File: config.mk
export PLATFORM = sky130hd
export DESIGN_NAME = ssp_sram_split_port
export DESIGN_NICKNAME = d
export VERILOG_FILES = /design/src/design/ssp_pkg.sv /design/src/design/ssp_sram.sv
export VERILOG_INCLUDE_DIRS = /design/src /design/src/design
export SDC_FILE = /design/constraint.sdc
export NUM_CORES = 2
export LEC_CHECK = 0
export BUFFER_PORTS_ARGS = -buffer_cell sky130_fd_sc_hd__buf_2
export CORE_MARGIN = 2
export CORE_UTILIZATION = 38
export DETAILED_ROUTE_END_ITERATION = 8
export GPL_ROUTABILITY_DRIVEN = 0
export HOLD_SLACK_MARGIN = 0.15
export PLACE_DENSITY = 0.58
export SETUP_SLACK_MARGIN = 0.3
export SYNTH_ARGS = -nofsm -noshare
export SYNTH_HDL_FRONTEND = slang
export SYNTH_SLANG_ARGS = --single-unit
export TNS_END_PERCENT = 50
File: constraint.sdc
create_clock -name CLOCK_I -period 9.2 [get_ports CLOCK_I]
set_clock_uncertainty 0.05 [all_clocks]
set_input_delay 2.76 -clock CLOCK_I [delete_from_list [all_inputs] [get_ports CLOCK_I]]
set_output_delay 2.76 -clock CLOCK_I [all_outputs]
set_load 0.005 [all_outputs]
File: src/design/ssp_defs.svh
// Constants of the split-port burst SRAM block
`ifndef SSP_DEFS_SVH
`define SSP_DEFS_SVH
`define SSP_DW 36
`define SSP_AW 19
`define SSP_LANE_W 9
`define SSP_LANES 4
`define SSP_NIB_W 4
`define SSP_NIBS 2
`define SSP_BURST 4
`define SSP_IDX_W 4
`define SSP_MEM_DEPTH 16
`define SSP_NIBBLE_MODE 1'b0
`define SSP_FIFO_DEPTH 4
`define SSP_OE_OFF 1'b1
`define SSP_Q_RST 36'h0
`endif

File: src/design/ssp_pkg.sv
// Types of the split-port burst SRAM block
package ssp_pkg;
`include "ssp_defs.svh"
	typedef logic [`SSP_DW-1:0] ssp_word_t;
	typedef enum logic [4:0] {
		SSP_WR_IDLE = 5'h01,
		SSP_WR_ARM = 5'h02,
		SSP_WR_B1 = 5'h04,
		SSP_WR_B2 = 5'h08,
		SSP_WR_B3 = 5'h10
	} ssp_wr_e;
	typedef enum logic [2:0] {
		SSP_RD_IDLE = 3'h1,
		SSP_RD_BURST = 3'h2,
		SSP_RD_TAIL = 3'h4
	} ssp_rd_e;
	typedef struct packed {
		logic [`SSP_IDX_W-1:0] idx;
		logic [1:0] word;
		ssp_word_t data;
		ssp_word_t keep;
	} ssp_beat_s;
	typedef struct packed {
		logic k;
		logic kn;
		logic c;
		logic cn;
		logic single;
		logic wps_n;
		logic rps_n;
		logic [`SSP_AW-1:0] addr;
		ssp_word_t d;
		logic [`SSP_LANES-1:0] bws_n;
		logic [`SSP_NIBS-1:0] nws_n;
	} ssp_pins_s;
endpackage

File: src/design/ssp_sram.sv
// Split-port double-data-rate burst SRAM: pin capture, write FIFO, array, read output
`timescale 1ns/1ps
`include "ssp_defs.svh"

// ----------------------------------------
// FIFO between write capture and array
// ----------------------------------------
module ssp_fifo #(
	parameter int W = 8,
	parameter int DEPTH = 4
) (
	// Clock and reset
	input wire logic clk_i,
	input wire logic rst_n_i,
	// Fill side
	input wire logic in_valid_i,
	output logic in_ready_o,
	input wire logic [W-1:0] in_data_i,
	// Drain side
	output logic out_valid_o,
	input wire logic out_ready_i,
	output logic [W-1:0] out_data_o
);
	localparam int PW = $clog2(DEPTH);
	logic [W-1:0] mem_r [DEPTH];
	logic [PW-1:0] wp_r, wp_nxt, rp_r, rp_nxt;
	logic [PW:0] cnt_r, cnt_nxt;
	logic push, pop;

	// Handshake status
	assign in_ready_o = (cnt_r != (PW+1)'(DEPTH));
	assign out_valid_o = (cnt_r != '0);
	assign out_data_o = mem_r[rp_r];
	assign push = in_valid_i & in_ready_o;
	assign pop = out_valid_o & out_ready_i;

	// Pointer and level update
	always_comb begin
		wp_nxt = push ? wp_r + PW'(1) : wp_r;
		rp_nxt = pop ? rp_r + PW'(1) : rp_r;
		cnt_nxt = cnt_r + (PW+1)'(push) - (PW+1)'(pop);
	end

	// Registers
	always_ff @(posedge clk_i) begin
		if (!rst_n_i) begin
			wp_r <= '0;
			rp_r <= '0;
			cnt_r <= '0;
		end else begin
			wp_r <= wp_nxt;
			rp_r <= rp_nxt;
			cnt_r <= cnt_nxt;
		end
	end

	// Storage
	always_ff @(posedge clk_i) begin
		if (push) begin
			mem_r[wp_r] <= in_data_i;
		end
	end
endmodule // ssp_fifo

// ----------------------------------------
// Device top
// ----------------------------------------
module ssp_sram_split_port (
	// Clock and reset
	input wire logic CLOCK_I,
	input wire logic RESET_N_I,
	// Link clocks and mode strap
	input wire logic CAPTURE_CLOCK_P_I,
	input wire logic CAPTURE_CLOCK_N_I,
	input wire logic OUTPUT_CLOCK_P_I,
	input wire logic OUTPUT_CLOCK_N_I,
	input wire logic SINGLE_CLOCK_MODE_I,
	// Port selects and address
	input wire logic WRITE_PORT_SELECT_N_I,
	input wire logic READ_PORT_SELECT_N_I,
	input wire logic [`SSP_AW-1:0] SHARED_ADDR_BUS_I,
	// Write data and masks
	input wire ssp_pkg::ssp_word_t WRITE_DATA_IN_I,
	input wire logic [`SSP_LANES-1:0] BYTE_WRITE_SELECT_N_I,
	input wire logic [`SSP_NIBS-1:0] NIBBLE_WRITE_SELECT_N_I,
	// Read data
	output ssp_pkg::ssp_word_t READ_DATA_OUT_O,
	output logic READ_DATA_OUT_OE_N_O
);
	import ssp_pkg::*;

	// ----------------------------------------
	// Pin synchronisers and edge finders
	// ----------------------------------------
	ssp_pins_s pin_raw, s1_r, s2_r;
	logic [3:0] edge_r;
	logic k_rise, kn_rise, op_rise, on_rise;

	// Write lane enables from the active-low masks
	function automatic ssp_word_t keep_mask(
		input logic [`SSP_LANES-1:0] bws_n,
		input logic [`SSP_NIBS-1:0] nws_n
	);
		ssp_word_t m;
		m = '0;
		for (int i = 0; i < `SSP_LANES; i++) begin
			m[i*`SSP_LANE_W +: `SSP_LANE_W] = {`SSP_LANE_W{~bws_n[i]}};
		end
		if (`SSP_NIBBLE_MODE) begin
			m = '0;
			for (int i = 0; i < `SSP_NIBS; i++) begin
				m[i*`SSP_NIB_W +: `SSP_NIB_W] = {`SSP_NIB_W{~nws_n[i]}};
			end
		end
		return m;
	endfunction

	// Bundle the pins; every one crosses two flops before use
	assign pin_raw = {CAPTURE_CLOCK_P_I, CAPTURE_CLOCK_N_I, OUTPUT_CLOCK_P_I,
		OUTPUT_CLOCK_N_I, SINGLE_CLOCK_MODE_I, WRITE_PORT_SELECT_N_I,
		READ_PORT_SELECT_N_I, SHARED_ADDR_BUS_I, WRITE_DATA_IN_I,
		BYTE_WRITE_SELECT_N_I, NIBBLE_WRITE_SELECT_N_I};

	// Synchroniser stages and previous clock levels
	always_ff @(posedge CLOCK_I) begin
		if (!RESET_N_I) begin
			s1_r <= '0;
			s2_r <= '0;
			edge_r <= 4'hf; // No false rise right after reset
		end else begin
			s1_r <= pin_raw;
			s2_r <= s1_r;
			edge_r <= {s2_r.k, s2_r.kn, s2_r.c, s2_r.cn};
		end
	end

	// Rising edges; single clock mode times reads from the capture pair
	assign k_rise = s2_r.k & ~edge_r[3];
	assign kn_rise = s2_r.kn & ~edge_r[2];
	assign op_rise = s2_r.single ? k_rise : (s2_r.c & ~edge_r[1]);
	assign on_rise = s2_r.single ? kn_rise : (s2_r.cn & ~edge_r[0]);

	// ----------------------------------------
	// Write capture
	// ----------------------------------------
	ssp_wr_e wr_st_r, wr_st_nxt;
	logic [`SSP_IDX_W-1:0] wr_idx_r, wr_idx_nxt;
	logic wr_again_r, wr_again_nxt;
	logic beat_v_r, beat_v_nxt;
	ssp_beat_s beat_r, beat_nxt;
	logic fifo_in_rdy;

	// Select, address and beat sequencing
	always_comb begin
		logic take;
		logic [1:0] word;
		logic [`SSP_IDX_W-1:0] idx;
		take = 1'b0;
		word = 2'h0;
		idx = wr_idx_r;
		wr_st_nxt = wr_st_r;
		wr_idx_nxt = wr_idx_r;
		wr_again_nxt = wr_again_r;
		beat_nxt = beat_r;
		beat_v_nxt = beat_v_r & ~fifo_in_rdy;
		case (wr_st_r)
			SSP_WR_IDLE: begin
				if (k_rise && !s2_r.wps_n) begin
					wr_st_nxt = SSP_WR_ARM;
				end
			end
			SSP_WR_ARM: begin
				if (k_rise) begin
					idx = s2_r.addr[`SSP_IDX_W-1:0];
					wr_idx_nxt = idx;
					take = 1'b1;
					word = 2'h0;
					wr_st_nxt = SSP_WR_B1;
				end
			end
			SSP_WR_B1: begin
				if (kn_rise) begin
					take = 1'b1;
					word = 2'h1;
					wr_st_nxt = SSP_WR_B2;
				end
			end
			SSP_WR_B2: begin
				if (k_rise) begin
					take = 1'b1;
					word = 2'h2;
					wr_again_nxt = !s2_r.wps_n;
					wr_st_nxt = SSP_WR_B3;
				end
			end
			SSP_WR_B3: begin
				if (kn_rise) begin
					take = 1'b1;
					word = 2'h3;
					wr_again_nxt = 1'b0;
					wr_st_nxt = wr_again_r ? SSP_WR_ARM : SSP_WR_IDLE;
				end
			end
			default: begin
				wr_st_nxt = SSP_WR_IDLE;
			end
		endcase
		if (take) begin
			beat_v_nxt = 1'b1;
			beat_nxt.idx = idx;
			beat_nxt.word = word;
			beat_nxt.data = s2_r.d;
			beat_nxt.keep = keep_mask(s2_r.bws_n, s2_r.nws_n);
		end
	end

	// Write capture registers
	always_ff @(posedge CLOCK_I) begin
		if (!RESET_N_I) begin
			wr_st_r <= SSP_WR_IDLE;
			wr_idx_r <= '0;
			wr_again_r <= 1'b0;
			beat_v_r <= 1'b0;
			beat_r <= '0;
		end else begin
			wr_st_r <= wr_st_nxt;
			wr_idx_r <= wr_idx_nxt;
			wr_again_r <= wr_again_nxt;
			beat_v_r <= beat_v_nxt;
			beat_r <= beat_nxt;
		end
	end

	// ----------------------------------------
	// Write FIFO and array
	// ----------------------------------------
	logic fetch_r, fetch_nxt;
	logic fifo_out_v, pop;
	ssp_beat_s fifo_out;
	ssp_word_t mem_r [`SSP_BURST][`SSP_MEM_DEPTH];

	// The array drain stalls in a read fetch cycle
	ssp_fifo #(
		.W($bits(ssp_beat_s)),
		.DEPTH(`SSP_FIFO_DEPTH)
	) u_fifo (
		.clk_i(CLOCK_I),
		.rst_n_i(RESET_N_I),
		.in_valid_i(beat_v_r),
		.in_ready_o(fifo_in_rdy),
		.in_data_i(beat_r),
		.out_valid_o(fifo_out_v),
		.out_ready_i(!fetch_r),
		.out_data_o(fifo_out)
	);
	assign pop = fifo_out_v & !fetch_r;

	// One sub-array per burst word; only enabled bits change
	for (genvar g = 0; g < `SSP_BURST; g++) begin : g_sub
		always_ff @(posedge CLOCK_I) begin
			if (pop && fifo_out.word == 2'(g)) begin
				mem_r[g][fifo_out.idx] <= (mem_r[g][fifo_out.idx] & ~fifo_out.keep)
					| (fifo_out.data & fifo_out.keep);
			end
		end
	end

	// ----------------------------------------
	// Read fetch and output
	// ----------------------------------------
	logic [`SSP_IDX_W-1:0] rd_idx_r, rd_idx_nxt;
	ssp_word_t buf_r [`SSP_BURST];
	ssp_word_t buf_nxt [`SSP_BURST];
	ssp_word_t out_r [`SSP_BURST];
	ssp_word_t out_nxt [`SSP_BURST];
	logic buf_v_r, buf_v_nxt;
	ssp_rd_e rd_st_r, rd_st_nxt;
	logic [1:0] rd_cnt_r, rd_cnt_nxt;
	ssp_word_t q_r, q_nxt;
	logic oe_n_r, oe_n_nxt;
	logic start;

	assign start = op_rise && buf_v_r && rd_st_r != SSP_RD_BURST;

	// Read address, fetch and beat sequencing
	always_comb begin
		rd_idx_nxt = rd_idx_r;
		fetch_nxt = 1'b0;
		buf_nxt = buf_r;
		buf_v_nxt = buf_v_r;
		out_nxt = out_r;
		rd_st_nxt = rd_st_r;
		rd_cnt_nxt = rd_cnt_r;
		q_nxt = q_r;
		oe_n_nxt = oe_n_r;
		if (k_rise && !s2_r.rps_n) begin
			rd_idx_nxt = s2_r.addr[`SSP_IDX_W-1:0];
			fetch_nxt = 1'b1;
		end
		case (rd_st_r)
			SSP_RD_IDLE, SSP_RD_TAIL: begin
				if (start) begin
					out_nxt = buf_r;
					q_nxt = buf_r[0];
					oe_n_nxt = 1'b0;
					rd_cnt_nxt = 2'h1;
					buf_v_nxt = 1'b0;
					rd_st_nxt = SSP_RD_BURST;
				end else if (rd_st_r == SSP_RD_TAIL && op_rise) begin
					oe_n_nxt = `SSP_OE_OFF;
					rd_st_nxt = SSP_RD_IDLE;
				end
			end
			SSP_RD_BURST: begin
				if (rd_cnt_r[0] ? on_rise : op_rise) begin
					q_nxt = out_r[rd_cnt_r];
					rd_cnt_nxt = rd_cnt_r + 2'h1;
					if (rd_cnt_r == 2'h3) begin
						rd_st_nxt = SSP_RD_TAIL;
					end
				end
			end
			default: begin
				rd_st_nxt = SSP_RD_IDLE;
				oe_n_nxt = `SSP_OE_OFF;
			end
		endcase
		if (fetch_r) begin
			for (int w = 0; w < `SSP_BURST; w++) begin
				buf_nxt[w] = mem_r[w][rd_idx_r];
			end
			buf_v_nxt = 1'b1; // Fetch wins over a start clear
		end
	end

	// Read registers
	always_ff @(posedge CLOCK_I) begin
		if (!RESET_N_I) begin
			rd_idx_r <= '0;
			fetch_r <= 1'b0;
			buf_r <= '{default: '0};
			buf_v_r <= 1'b0;
			out_r <= '{default: '0};
			rd_st_r <= SSP_RD_IDLE;
			rd_cnt_r <= 2'h0;
			q_r <= `SSP_Q_RST;
			oe_n_r <= `SSP_OE_OFF;
		end else begin
			rd_idx_r <= rd_idx_nxt;
			fetch_r <= fetch_nxt;
			buf_r <= buf_nxt;
			buf_v_r <= buf_v_nxt;
			out_r <= out_nxt;
			rd_st_r <= rd_st_nxt;
			rd_cnt_r <= rd_cnt_nxt;
			q_r <= q_nxt;
			oe_n_r <= oe_n_nxt;
		end
	end

	assign READ_DATA_OUT_O = q_r;
	assign READ_DATA_OUT_OE_N_O = oe_n_r;

	// ----------------------------------------
	// Assertions
	// ----------------------------------------
	logic chk_v_r;
	logic [1:0] chk_w_r;
	logic [`SSP_IDX_W-1:0] chk_i_r;
	ssp_word_t chk_e_r;

	// Expected array word after each drained beat
	always_ff @(posedge CLOCK_I) begin
		chk_v_r <= RESET_N_I && pop;
		chk_w_r <= fifo_out.word;
		chk_i_r <= fifo_out.idx;
		chk_e_r <= (mem_r[fifo_out.word][fifo_out.idx] & ~fifo_out.keep)
			| (fifo_out.data & fifo_out.keep);
	end
endmodule // ssp_sram_split_port

==> key figures <==
Run status
  • Status: complete, no violations

Clocking
  • Number of clock sinks: 2,996
  • Num CTS Buffers: 317
  • Clock tree buffer depth: 4
  • Cts-stage hold buffer count: 0
  • Source-to-sink clock delay at the later pin of the worst-skew pair: 0.89 ns
  • Number of H-tree branching levels: 5
  • Buffers inserted during post-CTS setup optimization: 0
  • CTS clk-pin slew, worst paths: 0.06 ns
  • Number of gates resized after cts: 0
  • Root buf cell: clkbuf_16
  • TritonCTS clock tree: yes

Finish
  • Number of fill cells in the layout: 30,800
  • Sequential cell area: 0.0849 mm²
  • Most common library cell in the layout ignoring fill and taps: edfxtp_1
  • Fraction of layout cells with a size suffix above 1: between 10% and 20%
  • Post-Layout Cell Count: 13,800
  • Commonest cells after routing, fill and taps aside: edfxtp_1, nand2_1, mux4_2
  • Final Instance Area: 0.149 mm²
  • Total Nets Final: 9,016
  • Layout Area Growth over Synthesis: 11.8%
  • Footprint of the multi-input gates: 0.0454 mm²

Place
  • Port Buffer Count: 89
  • Number of placed cells counting well taps: 13,200
  • DP Area: 0.138 mm²
  • Post-detail-place hpwl: 220,000 µm

Min path
  • Class of the most critical hold timing path: register to register

Floorplanning
  • Area of the core region: 0.349 mm²
  • Starting utilization of the core area: 38.1%
  • # IOs: 107
  • Site Rows: 217
  • Area of the die: 0.354 mm²
  • Die outline height: 595 µm
  • Die Wd: just under 600 µm

Logic synthesis
  • Complex-gate fraction of the synthesized area: 9.05%
  • Portion of the post-synthesis area used by sequential elements: between 60% and 70%
  • Net Count, Synth: 9,205
  • YS warnings: 0
  • Largest family of logic cells by synthesized area: multiplexers
  • Xor/xnor cell area share of the yosys netlist: 0.0593%
  • Post-synthesis cell type count: 52
  • Share of synthesized area spent on multiplexers: about 15%
  • FFs w/ async S/R, synth: 0%
  • Number of flops mapped to enable cells by yosys: roughly 2,500
  • Synth Area per Inst: 14.6 µm²
  • Simple logic cell fraction of the synthesized area: ~10%
  • Register bit count reported by yosys: 2,996
  • Syn Std Cell Area: 0.133 mm²
  • Synthesized instance count: 9,127
  • Post-Synth Adder-Cell Area: 0.0810%
  • Predominant post-synthesis flop cell: edfxtp_1

STA
  • Highest clock rate: 0.183 GHz
  • Final total negative setup slack: 0 ns
  • Setup violation total in the final timing report: 0
  • Number of pins exceeding their max-slew limit in the final report: 0
  • Final critical delay including setup and external delays: 5.46 ns
  • Least-Margin Pin Slew: roughly 1.4 ns
  • Unrepaired setup endpoints after global routing: false
  • Worst relative slew slack: 5.73%
  • Number of hold violations in the final report: 0
  • Tcrit/Tclk final: 59.3%

Setup path
  • CP most frequent cell: buf_4
  • Gate family responsible for the most delay along the worst path: buffers and inverters
  • Critical path, cell by cell: buf_4 > mux4_2 > nand2b_4 > buf_4 > buf_4 > a311oi_1 > nor4_1 > o21bai_1
  • Type of the worst setup path: register to register
  • Critical Path Fanout Max: 41
  • Max stage delay cell, worst path: buf_4
  • Total buffers and inverters traversed by the critical path: 3
  • Required time of the worst setup path: around 9.6 ns
  • Sort of element at the end of the critical path: register
  • Data arrival, critical path: between 5 and 6 ns
  • Startpoint type of the worst setup path: register
  • Crit-path max cell delay: ~0.83 ns

Route
  • Via count of the routed design: between 80,000 and 90,000
  • Number of remaining DRC errors: 0
  • First-pass iteration count of the detailed router: 6
  • Initial detailed-routing violation count: 10,800
  • Average wire length per cell after detail routing: 30.2 µm
  • Residual antenna-violating net count after detailed routing: 0
  • Per-cell via count in the routed design: about 6.2
  • Post-Route WL: 419,000 µm

Job
  • Number of max-cap violations: 0

GRT
  • Pin count of the biggest net entering global routing: around 240
  • Overflow left after global routing: 0
  • Antenna violations before repair: between 40 and 50
  • Wire length of the first global-routing pass: 595,000 µm
  • Total GRT Usage: 23.0%
  • Vias in the first global route: 84,100

Power
  • Power density over cell area: 276 mW/mm²
  • Peak supply drop: 244 µV
  • Cell leakage power: between 0.04 and 0.05 µW
## layer usage
metal	wire length, µm	track usage (%)	part of all wire, %
met3	40700	4.47	9.7
met1	163000	30.7	39
met5	120	0	0.029
met4	19400	11.3	4.6
met2	196000	36.1	47
## worst register-to-register path: cells and delay by family, from the launching register on
family                 cells  cell delay [ns]
muxes                      1             0.76
buffers and inverters      3             2.35
DFF                        1             0.43
AOI/OAI and AO/OA          2             0.57
and+or+nand+nor            2             0.87
## power by group
part           switching (µW)  internal [µW]
Combinational            8060           2320
Sequential                211          17800
Clock                    5270           7330
Total                   13500          27500
## kinds of logic (layout without fill, tap and decap cells)
logic type,count (synthesis),after routing
mux,955,955
buf+inv,794,851
simple gates,2804,2804
flops,2996,2996
xor+xnor,9,9
other cells,0,66
compound gates,1561,1561
fa+ha+maj,8,8
## path summary, 6_finish.rpt
| kind | start | end | slack (ns) | cells after the start |
|---|---|---|---|---|
| min | s2_r[4]$_SDFF_PN0_ | beat_r[26]$_SDFFE_PN0P_ | 0.36 | 1 |
| max | register | mem_r[1][457]$_DFFE_PP_ | 3.74 | 8 |
| min reg2reg | s2_r[4]$_SDFF_PN0_ | beat_r[26]$_SDFFE_PN0P_ | 0.36 | 1 |
| max reg2reg | register | mem_r[1][457]$_DFFE_PP_ | 3.74 | 8 |
## flip-flops by register name, summed over array words and instances, names as in the netlist, 5 cells and up, named ones only
signal	cells
s2_r	51
mem_r	2304
s1_r	51
beat_r	46
u_fifo.mem_r	184
wr_st_r	5
out_r	144
buf_r	144
READ_DATA_OUT_O	36
## final cells by class
cell class	count	area share [%]
clock inverter	102	0.666
tap	4599	3.87
clock buffer	463	6.15
sequential	2996	57.2
timing repair buffer	278	1.47
antenna	66	0.111
multi-input combinational	5337	30.5
inverter	8	0.0253
## synth_stat cells, types with 5 or more instances
| cell type | instances | share of area [%] |
|---|---|---|
| nand2_1 | 1602 | 4.5 |
| dfxtp_1 | 508 | 7.7 |
| mux2i_1 | 152 | 1.1 |
| a21boi_0 | 18 | 0.10 |
| buf_2 | 147 | 0.55 |
| xnor2_1 | 5 | 0.033 |
| nor3_1 | 24 | 0.090 |
| nor4_1 | 144 | 0.68 |
| a311oi_1 | 612 | 4.0 |
| buf_4 | 5 | 0.028 |
| buf_1 | 47 | 0.13 |
| clkbuf_1 | 586 | 1.7 |
| nor2_1 | 204 | 0.58 |
| mux4_2 | 802 | 14 |
| and2_1 | 144 | 0.68 |
| o21bai_1 | 144 | 0.81 |
| a21oi_1 | 176 | 0.66 |
| nand2b_1 | 12 | 0.056 |
| nor2b_1 | 641 | 3.0 |
| o21ai_0 | 9 | 0.034 |
| inv_1 | 7 | 0.020 |
| edfxtp_1 | 2488 | 56 |
| a211oi_1 | 584 | 3.3 |
| nand3_1 | 7 | 0.026 |
| ha_1 | 7 | 0.066 |
| or3_1 | 9 | 0.042 |
## per-stage QoR
stage / hold slack (ns) / setup slack, ns / utilization [%] / power [µW]
after global placement: 0.349 / 3.80 / 39.7 / 28100
after global routing: 0.359 / 3.43 / 42.6 / 42500
after detailed placement: 0.351 / 3.73 / 39.7 / 28500
final: 0.361 / 3.74 / 42.6 / 41000
after floorplan: 0.340 / 4.41 / - / 24500
after CTS: 0.357 / 3.70 / 42.6 / 41000
No activity file was read; power rests on OpenSTA's default activity.
